## src/hw/rrmc_pkg.sv

```systemverilog
// Package of constants and types for the receiver rate and mode control block
package rrmc_pkg;

  // -------------------------------------------------------------------------
  // Timing constants
  // -------------------------------------------------------------------------
  localparam int CLK_MHZ        = 10;
  localparam int DIV_TICK       = 16;
  localparam int RANGE_SW_US    = 100;
  localparam int RANGE_SW_CYC   = RANGE_SW_US * CLK_MHZ;
  localparam int PLL_US         = 261;
  localparam int SIG0_US        = 1096;
  localparam int SIG1_US        = 644;
  localparam int SIG2_US        = 417;
  localparam int SIG3_US        = 304;
  // Signal-processing phase in scaled ticks: us * MHz / (16 * scale)
  localparam int PLL_CYC        = PLL_US * CLK_MHZ;
  localparam int SIG0_SCALED    = (SIG0_US * CLK_MHZ) / (DIV_TICK * 8);
  localparam int SIG1_SCALED    = (SIG1_US * CLK_MHZ) / (DIV_TICK * 4);
  localparam int SIG2_SCALED    = (SIG2_US * CLK_MHZ) / (DIV_TICK * 2);
  localparam int SIG3_SCALED    = (SIG3_US * CLK_MHZ) / (DIV_TICK * 1);
  localparam int HOLD_MS        = 52;
  localparam int HOLD_CYC       = HOLD_MS * 1000 * CLK_MHZ;
  localparam int CNT_W          = 20;

  // -------------------------------------------------------------------------
  // Types
  // -------------------------------------------------------------------------
  typedef enum logic [1:0] {
    RRMC_OFF     = 2'b00,
    RRMC_STANDBY = 2'b01,
    RRMC_PLL     = 2'b10,
    RRMC_SIG     = 2'b11
  } rrmc_state_type;

  typedef struct packed {
    logic       rx_on;
    logic       enable;
    logic       demod_select;
    logic [1:0] rate_window;
  } rrmc_ctrl_type;

  typedef struct packed {
    logic active;
    logic standby;
    logic ready;
    logic ask_mode;
  } rrmc_stat_type;

endpackage : rrmc_pkg

```

## src/hw/rrmc_top.sv

```systemverilog
// Receiver rate and mode control: power mode, start-up timing and data gating
`timescale 1ns/1ps
module rrmc_top #(
  parameter int PLL_CYCLES  = rrmc_pkg::PLL_CYC,
  parameter int HOLD_CYCLES = rrmc_pkg::HOLD_CYC
) (
  input  wire logic                   i_clk,
  input  wire logic                   i_rst,
  input  wire logic                   i_rx_on,
  input  wire logic                   i_enable,
  input  wire logic                   i_rate_select_low,
  input  wire logic                   i_rate_select_high,
  input  wire logic                   i_demod_select,
  input  wire logic                   i_demod_bit,
  input  wire logic                   i_rssi_above,
  input  wire logic                   i_sense_reduce,
  output logic                        o_data,
  output logic [1:0]                  o_rate_window,
  output rrmc_pkg::rrmc_stat_type     o_status,
  output logic                        o_sense_latched,
  output logic                        o_hold_timeout
);
  import rrmc_pkg::*;

  // -------------------------------------------------------------------------
  // Pin synchronisers: three stages, change accepted when 2nd and 3rd agree
  // -------------------------------------------------------------------------
  localparam int NSYNC = 8;
  logic [NSYNC-1:0] raw_w;
  logic [NSYNC-1:0] s1_r;
  logic [NSYNC-1:0] s2_r;
  logic [NSYNC-1:0] s3_r;
  logic [NSYNC-1:0] clean_r;

  assign raw_w = {i_sense_reduce, i_rssi_above, i_demod_bit, i_demod_select,
                  i_rate_select_high, i_rate_select_low, i_enable, i_rx_on};

  always_ff @(posedge i_clk) begin
    if (i_rst) begin
      s1_r    <= '0;
      s2_r    <= '0;
      s3_r    <= '0;
      clean_r <= '0;
    end else begin
      s1_r <= raw_w;
      s2_r <= s1_r;
      s3_r <= s2_r;
      for (int k = 0; k < NSYNC; k++) begin
        if (s2_r[k] == s3_r[k]) begin
          clean_r[k] <= s3_r[k];
        end
      end
    end
  end

  rrmc_ctrl_type ctrl_w;
  wire           rssi_w  = clean_r[6];
  wire           sense_w = clean_r[7];
  wire           dbit_w  = clean_r[5];
  assign ctrl_w = '{rx_on:        clean_r[0],
                    enable:       clean_r[1],
                    demod_select: clean_r[4],
                    rate_window:  clean_r[3:2]};

  // -------------------------------------------------------------------------
  // Digital tick (clock over 16) and scaled tick per range
  // -------------------------------------------------------------------------
  logic [3:0] div_r;
  logic [2:0] scale_r;
  logic [2:0] scale_max_w;
  wire        tick_w = (div_r == 4'hf);
  wire        stick_w;

  assign scale_max_w = (ctrl_w.rate_window == 2'h0) ? 3'h7 :
                       (ctrl_w.rate_window == 2'h1) ? 3'h3 :
                       (ctrl_w.rate_window == 2'h2) ? 3'h1 : 3'h0;
  assign stick_w = tick_w && (scale_r >= scale_max_w);

  always_ff @(posedge i_clk) begin
    if (i_rst) begin
      div_r   <= 4'h0;
      scale_r <= 3'h0;
    end else begin
      div_r <= div_r + 4'h1;
      if (stick_w) begin
        scale_r <= 3'h0;
      end else if (tick_w) begin
        scale_r <= scale_r + 3'h1;
      end
    end
  end

  // -------------------------------------------------------------------------
  // Power mode and start-up sequencer
  // -------------------------------------------------------------------------
  rrmc_state_type state_r;
  rrmc_state_type state_nxt;
  logic [CNT_W-1:0] cnt_r;
  logic [CNT_W-1:0] cnt_nxt;
  logic [CNT_W-1:0] sig_len_w;
  logic [1:0]       rate_r;
  logic             mode_r;
  logic             ready_r;

  wire active_req_w = ctrl_w.rx_on && ctrl_w.enable;
  wire mode_chg_w   = (ctrl_w.demod_select != mode_r);
  wire rate_chg_w   = (ctrl_w.rate_window != rate_r);

  // Length follows the newly selected range, never the old one
  assign sig_len_w = (ctrl_w.rate_window == 2'h0) ? CNT_W'(SIG0_SCALED) :
                     (ctrl_w.rate_window == 2'h1) ? CNT_W'(SIG1_SCALED) :
                     (ctrl_w.rate_window == 2'h2) ? CNT_W'(SIG2_SCALED) :
                                                    CNT_W'(SIG3_SCALED);

  always_comb begin
    state_nxt = state_r;
    cnt_nxt   = cnt_r;
    if (!active_req_w) begin
      state_nxt = ctrl_w.enable ? RRMC_STANDBY : RRMC_OFF;
      cnt_nxt   = '0;
    end else begin
      case (state_r)
        RRMC_OFF, RRMC_STANDBY: begin
          state_nxt = RRMC_PLL;
          cnt_nxt   = '0;
        end
        RRMC_PLL: begin
          if (cnt_r >= CNT_W'(PLL_CYCLES - 1)) begin
            state_nxt = RRMC_SIG;
            cnt_nxt   = '0;
          end else begin
            cnt_nxt = cnt_r + 1'b1;
          end
        end
        RRMC_SIG: begin
          if (mode_chg_w) begin
            cnt_nxt = '0;
          end else if (rate_chg_w) begin
            // Restart even before ready so the new range's length applies
            cnt_nxt = '0;
          end else if (!ready_r && stick_w) begin
            cnt_nxt = cnt_r + 1'b1;
          end
        end
        default: begin
          state_nxt = RRMC_OFF;
        end
      endcase
    end
  end

  // On-the-fly range switch: short settle in system clocks
  logic [CNT_W-1:0] sw_cnt_r;
  wire  sw_busy_w = (sw_cnt_r != '0);

  always_ff @(posedge i_clk) begin
    if (i_rst) begin
      state_r  <= RRMC_OFF;
      cnt_r    <= '0;
      rate_r   <= 2'h0;
      mode_r   <= 1'b0;
      ready_r  <= 1'b0;
      sw_cnt_r <= '0;
    end else begin
      state_r <= state_nxt;
      cnt_r   <= cnt_nxt;
      rate_r  <= ctrl_w.rate_window;
      mode_r  <= ctrl_w.demod_select;
      if (state_nxt != RRMC_SIG || mode_chg_w) begin
        ready_r <= 1'b0;
      end else if (!ready_r && cnt_r >= sig_len_w) begin
        ready_r <= 1'b1;
      end
      if (ready_r && rate_chg_w && !mode_chg_w) begin
        sw_cnt_r <= CNT_W'(RANGE_SW_CYC - 1);
      end else if (sw_busy_w) begin
        sw_cnt_r <= sw_cnt_r - 1'b1;
      end
    end
  end

  // -------------------------------------------------------------------------
  // Reduced-sensitivity latch, cleared by a rising demod select
  // -------------------------------------------------------------------------
  logic sense_r;
  logic dsel_d_r;
  wire  dsel_rise_w = ctrl_w.demod_select && !dsel_d_r;

  always_ff @(posedge i_clk) begin
    if (i_rst) begin
      sense_r  <= 1'b0;
      dsel_d_r <= 1'b0;
    end else begin
      dsel_d_r <= ctrl_w.demod_select;
      if (rssi_w && state_r == RRMC_SIG) begin
        sense_r <= 1'b1;                                   // Set wins over clear
      end else if (dsel_rise_w) begin
        sense_r <= 1'b0;
      end
    end
  end

  // -------------------------------------------------------------------------
  // Data path and ASK pause supervision
  // -------------------------------------------------------------------------
  logic             data_r;
  logic             dbit_d_r;
  logic [CNT_W+5:0] gap_r;
  logic             hold_to_r;
  wire              pass_w = ready_r && !sw_busy_w && (!sense_w || sense_r);

  always_ff @(posedge i_clk) begin
    if (i_rst) begin
      data_r    <= 1'b0;
      dbit_d_r  <= 1'b0;
      gap_r     <= '0;
      hold_to_r <= 1'b0;
    end else begin
      dbit_d_r <= dbit_w;
      // Demodulated bit already high for upper deviation or carrier on
      data_r   <= pass_w ? dbit_w : 1'b0;
      if (!ready_r || dbit_w != dbit_d_r) begin
        gap_r     <= '0;
        hold_to_r <= 1'b0;
      end else if (gap_r < (CNT_W+6)'(HOLD_CYCLES)) begin
        gap_r <= gap_r + 1'b1;
      end else begin
        hold_to_r <= ctrl_w.demod_select;
      end
    end
  end

  assign o_data          = data_r;
  assign o_rate_window   = rate_r;
  assign o_sense_latched = sense_r;
  assign o_hold_timeout  = hold_to_r;
  assign o_status        = '{active:   (state_r == RRMC_PLL) || (state_r == RRMC_SIG),
                             standby:  (state_r == RRMC_STANDBY),
                             ready:    ready_r,
                             ask_mode: mode_r};

  // -------------------------------------------------------------------------
  // Assertions
  // -------------------------------------------------------------------------
  property p_data_low_startup;
    @(posedge i_clk) disable iff (i_rst)
      !ready_r |=> !o_data;
  endproperty
  a_data_low_startup: assert property (p_data_low_startup)
    else $error("data high during start-up");

  property p_pll_first;
    @(posedge i_clk) disable iff (i_rst)
      $rose(state_r == RRMC_SIG) |-> $past(state_r == RRMC_PLL);
  endproperty
  a_pll_first: assert property (p_pll_first)
    else $error("signal phase not after PLL");

  property p_mode_restart;
    @(posedge i_clk) disable iff (i_rst)
      (state_r == RRMC_SIG && mode_chg_w && active_req_w) |=> !ready_r;
  endproperty
  a_mode_restart: assert property (p_mode_restart)
    else $error("mode change kept ready");

  property p_off_mode;
    @(posedge i_clk) disable iff (i_rst)
      (!ctrl_w.enable && !ctrl_w.rx_on) |=> state_r == RRMC_OFF;
  endproperty
  a_off_mode: assert property (p_off_mode)
    else $error("not off with both pins low");

  property p_range_switch;
    @(posedge i_clk) disable iff (i_rst)
      $rose(sw_busy_w) |-> ##[1:1000] !sw_busy_w;
  endproperty
  a_range_switch: assert property (p_range_switch)
    else $error("range switch too slow");

  property p_sense_clear;
    @(posedge i_clk) disable iff (i_rst)
      (dsel_rise_w && !(rssi_w && state_r == RRMC_SIG)) |=> !sense_r;
  endproperty
  a_sense_clear: assert property (p_sense_clear)
    else $error("latch not cleared");

  property p_data_follows;
    @(posedge i_clk) disable iff (i_rst)
      pass_w |=> o_data == $past(dbit_w);
  endproperty
  a_data_follows: assert property (p_data_follows)
    else $error("data does not follow demod bit");

  property p_scaled_tick;
    @(posedge i_clk) disable iff (i_rst)
      (stick_w && ctrl_w.rate_window == 2'h3)
        |-> ##16 (tick_w && (stick_w || ctrl_w.rate_window != 2'h3));
  endproperty
  a_scaled_tick: assert property (p_scaled_tick)
    else $error("scaled tick period wrong");

endmodule : rrmc_top
```

## config.mk

```make
export PLATFORM = sky130hd
export DESIGN_NAME = rrmc_top
export DESIGN_NICKNAME = d
export VERILOG_FILES = /design/src/hw/rrmc_pkg.sv /design/src/hw/rrmc_top.sv
export SDC_FILE = /design/constraint.sdc
export NUM_CORES = 1
export LEC_CHECK = 0
export ABC_AREA = 1
export ABC_CLOCK_PERIOD_IN_PS = 2950
export BUFFER_PORTS_ARGS = -buffer_cell sky130_fd_sc_hd__buf_4
export CAP_MARGIN = 20
export CORE_MARGIN = 2
export CORE_UTILIZATION = 30
export CTS_CLUSTER_SIZE = 8
export DETAILED_ROUTE_END_ITERATION = 8
export PLACE_DENSITY_LB_ADDON = 0.25
export SYNTH_ARGS = -nofsm -noshare
export SYNTH_HDL_FRONTEND = slang
export SYNTH_SLANG_ARGS = --single-unit
export TNS_END_PERCENT = 1
```

## constraint.sdc

```tcl
create_clock -name i_clk -period 2.95 [get_ports i_clk]
set_clock_uncertainty 0.05 [all_clocks]
set_input_delay 0.4425 -clock i_clk [delete_from_list [all_inputs] [get_ports i_clk]]
set_output_delay 0.4425 -clock i_clk [all_outputs]
set_load 0.02 [all_outputs]
```

# Word level (Yosys, flattened, before mapping)
# Index checks and enable logic that the tools add are counted.
totals:
  register_bits: 115
  in_bits: 10
  output_inout_bits: 9
  wordCells: 105
op_classes:
  add_sub_neg: 5
  magnitude_cmp: 4
  eq_ne: 19
  muxes: 19
  bitwise: 2
  n_reduce_logical: 31
op_table:
  columns: ["operator", "n"]
  rows:
  - ["20-bit 2-to-1 mux", 4]
  - ["20-bit one-hot mux with 3 select lines", 1]
  - ["26-bit by 1-bit adder with 26-bit output, second input constant", 1]
  - ["26-bit by 19-bit < comparator with 1-bit output, second input constant", 1]
  - ["20-bit by 1-bit adder with 20-bit output, second input constant", 1]
  - ["20-bit by 12-bit greater-or-equal comparator with 1-bit output, second input constant", 1]
  - ["20-bit by 8-bit greater-or-equal comparator with 1-bit output", 1]
  - ["10-bit 2-to-1 mux", 2]
  - ["20-bit nonzero test", 1]
  - ["20-bit by 1-bit subtractor with 20-bit output, second input constant", 1]
  - ["8-bit 2-to-1 mux", 2]
  - ["2-bit OR reduction", 7]
  - ["1-bit logical AND", 10]
  - ["1-bit == test", 8]
  - ["2-bit == test, second input constant", 3]
  - ["2-bit 2-to-1 mux", 3]
  - ["6-bit 2-to-1 mux", 1]
  - ["1-bit logical NOT", 5]
  - ["4-bit by 1-bit adder with 4-bit output, second input constant", 1]
  - ["2-bit by 1-bit == test with 1-bit output, second input constant", 2]
  - ["4-bit == test, second input constant", 1]
  - ["2-bit logical NOT", 2]
  - ["1-bit logical OR", 4]
  - ["1-bit 2-to-1 mux", 4]
  - ["10 further kinds", 13]

# Logic depth before layout (Yosys ltp)
# Gate-level depths: netlist (run 1).
depth:
  depth_word: 11
  mapped_depth: 13
  ltp_nobuf: 12

# Worst setup path before layout (run 1)
# Ideal clock, no wire load.
synth_path:
  kind: "reg2reg"
  from: "register clean_r[2]"
  to: "register cnt_r[15]"
  setup_ns: 0.117
  t_arrival_ns: 1.878
  required_ns: 2.783
  path_slack_ns: 0.905
  path_stages_with_launch: 13
  n_path_buf: 2
  path_cell_list: "dfxtp_1 inv_1 ha_1 nor2_1 ha_1 nand3_1 nand3_1 nand3_1 nand2_1 buf_6 buf_6 a21oi_1 nor3_2"
synth_between:
  elab_chain_cells: 8
  word_cells_on_any_way: 14
  classes_between: "order compare (1); eq/ne (4); mux (6); reduce/logical (3)"
synth_lines:
  columns: ["element", "line_no", "text"]
  rows:
  - ["start: declaration", "rrmc_top.sv:33", "logic [NSYNC-1:0] clean_r;"]
  - ["start signal: indexed assignment", "rrmc_top.sv:50", "clean_r[k] <= s3_r[k];"]
  - ["2-bit == test", "rrmc_top.sv:76", "(ctrl_w.rate_window == 2'h2) ? 3'h1 : 3'h0;"]
  - ["1-bit 2-to-1 mux", "rrmc_top.sv:76", null]
  - ["2-bit 2-to-1 mux", "rrmc_top.sv:75", "(ctrl_w.rate_window == 2'h1) ? 3'h3 :"]
  - ["3-bit 2-to-1 mux", "rrmc_top.sv:74", "assign scale_max_w = (ctrl_w.rate_window == 2'h0) ? 3'h7 :"]
  - ["3-bit greater-or-equal comparator", "rrmc_top.sv:77", "assign stick_w = tick_w && (scale_r >= scale_max_w);"]
  - ["1-bit logical AND", "rrmc_top.sv:77", null]
  - ["1-bit logical AND", "rrmc_top.sv:141", "end else if (!ready_r && stick_w) begin"]
  - ["4-bit inequality test (no source line)", null, null]
  - ["end signal: assignment", "rrmc_top.sv:166", "cnt_r <= cnt_nxt;"]
  - ["end: declaration", "rrmc_top.sv:98", "logic [CNT_W-1:0] cnt_r;"]
# Parallel ways exist; a longest one is shown, timed or not.
# A chain may end at the register's enable or synchronous reset.

# Worst setup path after layout (run 1)
layout_path:
  from: "register clean_r[2]"
  to: "register cnt_r[2]"
# Same word-level chain as after synthesis.

==> results of run 1 <==
==> kinds of logic after synthesis <==
logic type | count (synthesis) | synth area share (%)
adder cells (fa/ha/maj) | 23 | 5.171
XOR/XNOR | 30 | 4.721
flip-flops | 115 | 41.37
AO/OA/AOI/OAI | 81 | 7.689
buffers and inverters | 131 | 10.07
AND/OR/NAND/NOR | 393 | 30.98
==> cells in the mapped netlist (6+ instances only) <==
library cell / n
sky130_fd_sc_hd__nor2_1: 144
sky130_fd_sc_hd__nand4_1: 8
sky130_fd_sc_hd__nand2_1: 152
sky130_fd_sc_hd__a21oi_1: 58
sky130_fd_sc_hd__nor3_1: 14
sky130_fd_sc_hd__xnor2_1: 14
sky130_fd_sc_hd__nor3_2: 8
sky130_fd_sc_hd__nand3_1: 42
sky130_fd_sc_hd__clkbuf_1: 6
sky130_fd_sc_hd__ha_1: 23
sky130_fd_sc_hd__xor2_1: 16
sky130_fd_sc_hd__inv_1: 108
sky130_fd_sc_hd__dfxtp_1: 115
sky130_fd_sc_hd__buf_6: 7
sky130_fd_sc_hd__o21ai_0: 13
==> how the worst min path moves through the flow <==
stage,from,to,depth (start not counted)
4_1_cts,i_demod_select,s1_r[4],3
3_3_place_gp,s1_r[6],s2_r[6],2
2_1_floorplan,s1_r[0],s2_r[0],2
5_1_grt,i_rate_select_low,s1_r[2],3
3_5_place_dp,s1_r[0],s2_r[0],2
6_report,i_rssi_above,s1_r[6],3
==> routing by layer <==
metal	GRT usage (%)	share of wire [%]
met1	16.15	52
met2	18.78	45
met3	2.974	2.1
met4	5.901	1.0
met5	0	0
==> power groups by stage <==
stage	sequential [mW]	combinational (mW)	clock, mW
global placement	1.76	0.714	0
global route	1.74	0.827	2.11
detailed placement	1.76	0.716	0
finish	1.73	0.715	1.98
CTS	1.73	0.723	2.03
floorplan	1.74	0.598	0
==> through the flow <==
stage / total power [mW] / instances
after floorplan: 2.338 / 773
after global placement: 2.473 / 1004
after detailed placement: 2.474 / 1004
after CTS: 4.480 / 1034
after global routing: 4.675 / 1034
final: 4.427 / 1034
==> worst max-delay path: stages (launching register included) <==
cell                       delay, ps
sky130_fd_sc_hd__dfxtp_1         410
sky130_fd_sc_hd__inv_1           120
sky130_fd_sc_hd__ha_1            240
sky130_fd_sc_hd__nor2_1          190
sky130_fd_sc_hd__ha_1            170
sky130_fd_sc_hd__nand3_1          80
sky130_fd_sc_hd__nand3_1         100
sky130_fd_sc_hd__nand3_1          70
sky130_fd_sc_hd__nand2_1          60
sky130_fd_sc_hd__buf_4           300
sky130_fd_sc_hd__clkinv_4        130
sky130_fd_sc_hd__nand2_1         210
sky130_fd_sc_hd__o21ai_0         110
==> area by class of cell <==
type	instances	area [um^2]	area share (%)
clock inverters	5	75.07	1.165
clock buffers	25	495.5	7.688
inverters	112	425.4	6.601
flip-flops and latches	115	2302	35.72
well taps	229	286.5	4.446
repair buffers	21	157.7	2.446
multi-input cells	527	2703	41.93
==> registers in the layout, summed over array words and instances, names as in the netlist <==
signal	flops
dsel_d_r	1
o_rate_window	2
o_data	1
ready_r	1
state_r	2
dbit_d_r	1
gap_r	26
o_hold_timeout	1
s1_r	8
clean_r	8
s3_r	8
div_r	4
o_sense_latched	1
cnt_r	20
s2_r	8
scale_r	3
sw_cnt_r	20
==> reports/results.ini, run 1 <==
[detailed_routing]
wl_per_cell_um=10.87
detailroute.via_count=4478
detailed_route_vias_per_instance=4.331
routed_wirelength_mm=11.24
dr.pass1.iters=4
post_route_drc_violation_count=0
drtIter0Drc=178
ant_nets=0

[critical_path]
cp_max_fo=29
crit_path_end_kind=flop
r2r_end=cnt_r[2]
required_time_of_the_critical_path_ps=3180
startpoint_of_the_worst_register_to_register_path=clean_r[2]
timing.reg2reg.worst_path_depth=12
kind_of_start_point_of_the_critical_path=flop
rrSetupSlack_ps=570
worst_path_arrival_time_ps=2620
worst_setup_path_startpoint=clean_r[2]
criticalPathCategory=reg2reg
setup.worst_path.end=cnt_r[2]

[timing]
slew_violations=0
setup_violations_final=0
post-route-min-period_ps=2385
finalWorstSetupSlack_ps=565.5
totalNegativeSetupSlack_ps=0
final_hold_viol_count=0
grt_setup_unrepaired=false
holdWs_ps=183.1
worst_pin_slew_ps=780.5
max_clock_freq_ghz=0.4194
period_share_pct=80.83
max-slew-margin-rel_pct=47.91

[floorplanning]
die_height_um=140.2
dieWidth_um=140.2
placeableCoreArea_um2=18090
initial_utilization_pct=30.77
placement_rows=49
ios=19
floorplan.die_area_um2=19660

[power]
power.share.clock_pct=44.8
comb_power_share_pct=16.1
share_seq_of_total_power_pct=39.1
power.switching_fraction_pct=26.58
static-leakage-power_nw=2.720
switchingPower_mw=1.177
vdd_drop_max_mv=0.5050
power_per_cell_area_nw_per_um2=687.0
internal_power_mw=3.251

[cts]
post_cts_resized=0
cts_htree_levels=4
post_cts.repair.setup_buffers=0
cts-root-to-sink-buffers=2
clk_pin_slew_worst_paths_ps=50
cts_tree=done
number_of_buffers_inserted_during_clock_tree_synthesis=17
clock_tree.root_cell=sky130_fd_sc_hd__clkbuf_16
hold_buffers=0
cts.sinks=115
clk_latency_worst_skew_pair_ps=410

[synthesis]
postSynth.topFlopCell=sky130_fd_sc_hd__dfxtp_1
synth_seq_cells=115
synth_top_area_share_pct=41.37
avgSynthCellArea_um2=7.200
seq_area_frac_synth_pct=41.37
synth_edf_count=0
synth_warnings=0
synth_top_cells_by_area=sky130_fd_sc_hd__dfxtp_1 (41%), sky130_fd_sc_hd__nand2_1 (10%), sky130_fd_sc_hd__nor2_1 (9.7%)
synth.largest_area_cell=sky130_fd_sc_hd__dfxtp_1
synth_cells=773
ys_async_sr_fraction_pct=0
netlist_area_um2=5565
synth_cell_type_count=40
postSynthNetCount=806

[global_routing]
grt_max_degree=30
antenna_violations_before_repair=0
grt_pass1_vias=4097
track_usage_pct=12.24
grt_overflow=0
grt_pass1_wl_mm=19.47

[job]
max_cap_violations=0

[placed_design]
number_of_port_buffers=18
post_dp_hpwl_mm=8.061
pre_cts_slack_ps=555.3
placed_area_um2=5874
gp_congestion=0.7841

[final_layout]
layout.cells.most_common_list=sky130_fd_sc_hd__nand2_1 (152), sky130_fd_sc_hd__nor2_1 (144), sky130_fd_sc_hd__dfxtp_1 (115)
n_antenna_cell=0
most_common_cell_after_layout_fill_and_taps_aside=sky130_fd_sc_hd__nand2_1
layout-drive-gt1-share_pct=9.441
fill_cells=1906
relative_area_change_from_synthesis_to_final_layout_pct=15.80
fin_util_pct=35.63
final_design_area_no_fill_um2=6445
num-nets-final=827

[min_path]
hold_path_class=in2reg

[status]
outcome=finished, final reports clean

Note: power is estimated with default switching activity, not from simulation.
==> run 2, diff against run 1 <==
ABC_AREA = 0   (was 1)
ABC_CLOCK_PERIOD_IN_PS = 2400   (was 2950)
clock period = 2.4 ns   (was 2.95 ns; I/O delays follow)
==> reports/results.ini, run 2 <==
[synthesis]
postSynth.topFlopCell=sky130_fd_sc_hd__dfxtp_1  ; unchanged
post_synth_and_or_nand_nor_area_fraction_pct=28.08  ; was 30.98%
postSynthNetCount=574  ; was 806
synth_xor_xnor_area_share_pct=9.450  ; was 4.721%
synth_adder_area_share_pct=5.750  ; was 5.171%
synth_top_cells_by_area=sky130_fd_sc_hd__dfxtp_1 (46%), sky130_fd_sc_hd__xnor2_1 (7.0%), sky130_fd_sc_hd__ha_1 (5.8%)  ; was sky130_fd_sc_hd__dfxtp_1 (41%), sky130_fd_sc_hd__nand2_1 (10%), sky130_fd_sc_hd__nor2_1 (9.7%)
synth_warnings=0  ; unchanged
synth_cell_type_count=50  ; was 40
seq_area_frac_synth_pct=46.00  ; was 41.37%
synth_top_area_share_pct=46.00  ; was 41.37%
synth_seq_cells=115  ; unchanged
ys_async_sr_fraction_pct=0  ; unchanged
synth.largest_area_cell=sky130_fd_sc_hd__dfxtp_1  ; unchanged
synth_cells=541  ; was 773
synth_mux_area_share_pct=0.2000  ; was 0%
post-synth-top-count-cell=sky130_fd_sc_hd__dfxtp_1  ; was sky130_fd_sc_hd__nand2_1
synth.cells.most_frequent=sky130_fd_sc_hd__dfxtp_1 (115), sky130_fd_sc_hd__nor2_1 (58), sky130_fd_sc_hd__nand2_1 (41)  ; was sky130_fd_sc_hd__nand2_1 (152), sky130_fd_sc_hd__nor2_1 (144), sky130_fd_sc_hd__dfxtp_1 (115)
avgSynthCellArea_um2=9.251  ; was 7.200 um^2
synth_compound_gate_area_share_pct=7.100  ; was 7.689%
synth_edf_count=0  ; unchanged
synth_top_family_by_area=simple AND/OR/NAND/NOR gates  ; unchanged
netlist_area_um2=5005  ; was 5565 um^2

[final_layout]
final_design_area_no_fill_um2=6046  ; was 6445 um^2
relative_area_change_from_synthesis_to_final_layout_pct=20.80  ; was 15.80%
n_antenna_cell=0  ; unchanged
num-nets-final=609  ; was 827
top_regs=gap_r x26, cnt_r x20, sw_cnt_r x20  ; unchanged
layout-drive-gt1-share_pct=14.65  ; was 9.441%
most_flop_heavy_register=gap_r  ; unchanged
most_common_cell_after_layout_fill_and_taps_aside=sky130_fd_sc_hd__dfxtp_1  ; was sky130_fd_sc_hd__nand2_1
fill_cells=1682  ; was 1906
largest_register_ffs=26  ; unchanged
layout.cells.most_common_list=sky130_fd_sc_hd__dfxtp_1 (114), sky130_fd_sc_hd__nor2_1 (58), sky130_fd_sc_hd__nand2_1 (41)  ; was sky130_fd_sc_hd__nand2_1 (152), sky130_fd_sc_hd__nor2_1 (144), sky130_fd_sc_hd__dfxtp_1 (115)

[detailed_routing]
detail_route.wirelength.met1_mm=4.767  ; was 5.828 mm
dr.pass1.iters=4  ; unchanged
ant_nets=0  ; unchanged
routed_wirelength_mm=9.908  ; was 11.24 mm
drtIter0Drc=230  ; was 178
detailroute.via_count=3778  ; was 4478
highest-signal-layer=met4  ; unchanged
routed_wl_met3_um=256  ; was 236 um
wl_per_cell_um=12.28  ; was 10.87 um
post_route_drc_violation_count=0  ; unchanged
detailed_route_vias_per_instance=4.682  ; was 4.331
met2_length_mm=4.672  ; was 5.059 mm

[critical_path]
cp_max_fo=3  ; was 29
kind_of_start_point_of_the_critical_path=flop  ; unchanged
criticalPathCategory=reg2reg  ; unchanged
required_time_of_the_critical_path_ps=2630  ; was 3180 ps
crit_path_end_kind=flop  ; unchanged
worst_path_arrival_time_ps=2500  ; was 2620 ps

[floorplanning]
initial_utilization_pct=30.40  ; was 30.77%
ios=19  ; unchanged
placeableCoreArea_um2=16470  ; was 18090 um^2
die_height_um=133.2  ; was 140.2 um
floorplan.die_area_um2=17730  ; was 19660 um^2
dieWidth_um=133.2  ; was 140.2 um
placement_rows=47  ; was 49

[timing]
grt_setup_unrepaired=false  ; unchanged
period_share_pct=94.66  ; was 80.83%
slew_violations=0  ; unchanged
holdWs_ps=107.8  ; was 183.1 ps
post-route-min-period_ps=2272  ; was 2385 ps
max_clock_freq_ghz=0.4402  ; was 0.4194 GHz
totalNegativeSetupSlack_ps=0  ; unchanged
final_hold_viol_count=0  ; unchanged
finalWorstSetupSlack_ps=128.2  ; was 565.5 ps
max-slew-margin-rel_pct=65.29  ; was 47.91%
setup_violations_final=0  ; unchanged
worst_pin_slew_ps=520.7  ; was 780.5 ps

[placed_design]
post_dp_hpwl_mm=6.847  ; was 8.061 mm
number_of_port_buffers=18  ; unchanged
pre_cts_slack_ps=16.03  ; was 555.3 ps
placed_area_um2=5431  ; was 5874 um^2
gp_congestion=0.7707  ; was 0.7841

[global_routing]
grt_pass1_vias=3620  ; was 4097
grt_pass1_wl_mm=16.80  ; was 19.47 mm
grt_overflow=0  ; unchanged
track_usage_pct=11.82  ; was 12.24%
antenna_violations_before_repair=0  ; unchanged
grt_max_degree=53  ; was 30

[cts]
clock_tree.root_cell=sky130_fd_sc_hd__clkbuf_16  ; unchanged
clk_latency_worst_skew_pair_ps=410  ; about the same
cts_htree_levels=4  ; unchanged
post_cts_resized=0  ; unchanged
cts_tree=done  ; unchanged
number_of_buffers_inserted_during_clock_tree_synthesis=17  ; unchanged
hold_buffers=0  ; unchanged
cts.sinks=115  ; unchanged
post_cts.repair.setup_buffers=0  ; unchanged
clk_pin_slew_worst_paths_ps=50  ; about the same
cts-root-to-sink-buffers=2  ; unchanged

[min_path]
hold_path_class=in2reg  ; unchanged

[power]
power_per_cell_area_nw_per_um2=948.3  ; was 687.0 nW/um^2
static-leakage-power_nw=2.238  ; was 2.720 nW
vdd_drop_max_mv=0.4513  ; was 0.5050 mV
overall_power_after_layout_mw=5.733  ; was 4.427 mW

[status]
outcome=finished, final reports clean  ; unchanged

[job]
max_cap_violations=0  ; unchanged

[run 2: cell count changes after synthesis, moves of 11 or more]
cell,previous run,this run
sky130_fd_sc_hd__a21oi_1,58,29
sky130_fd_sc_hd__nor2b_1,0,32
sky130_fd_sc_hd__nand3_1,42,18
sky130_fd_sc_hd__nor4_1,2,13
sky130_fd_sc_hd__inv_1,108,14
sky130_fd_sc_hd__nand2_1,152,41
sky130_fd_sc_hd__xnor2_1,14,40
sky130_fd_sc_hd__nor2_1,144,58
[run 2: per-layer routing]
| layer | GRT usage, % | vias up |
|---|---|---|
| met4 | 6.324 | 0 |
| met5 | 0 | - |
| met3 | 3.501 | 15 |
| li1 | - | 1925 |
| met2 | 18.94 | 37 |
| met1 | 14.35 | 1801 |
[run 2: worst max-delay path, stage by stage (launching register included)]
cell and delay, ps:
sky130_fd_sc_hd__dfxtp_2 330, sky130_fd_sc_hd__inv_1 50, sky130_fd_sc_hd__ha_1 190, sky130_fd_sc_hd__or2_2 290, sky130_fd_sc_hd__buf_4 150, sky130_fd_sc_hd__ha_1 270
sky130_fd_sc_hd__a21o_1 150, sky130_fd_sc_hd__a21o_1 170, sky130_fd_sc_hd__a211oi_1 260, sky130_fd_sc_hd__o21a_1 180, sky130_fd_sc_hd__nor3_1 50
[run 2: worst paths after layout]
| path | end | from | slack [ps] | depth (start not counted) |
|---|---|---|---|---|
| min | s1_r[6] | i_rssi_above | 110 | 2 |
| max reg2reg | ready_r | clean_r[2] | 130 | 10 |
| max | ready_r | clean_r[2] | 130 | 10 |
| min reg2reg | s2_r[4] | s1_r[4] | 390 | 1 |
[run 2: cell families (layout without fill, tap and decap cells)]
logic type	after synthesis	count (layout)
mux	1	1
compound gates	61	61
xor+xnor	54	54
fa+ha+maj	23	23
simple gates	252	252
buf+inv	35	81
flops	115	115
[run 2: cell type report]
type	instances	area, um^2	share of cell area [%]
clock buffers	24	481.7	7.968
multi-input cells	391	2596	42.94
inverters	14	52.55	0.8692
clock inverters	6	55.05	0.9106
well taps	220	275.3	4.553
repair buffers	37	281.5	4.656
flip-flops and latches	115	2303	38.10
[run 2: metrics by stage]
step                      utilization (%)  std cells
after floorplan                         -        541
after global placement              32.99        776
after detailed placement            32.99        776
after CTS                           36.25        806
after global routing                36.72        807
final                               36.72        807
[run 2: where the power goes]
part	internal (mW)	leakage (nW)	switching (mW)
Sequential	2.08	0.934	0.147
Combinational	0.608	1.03	0.606
Clock	1.48	0.269	0.814
Total	4.16	2.24	1.57
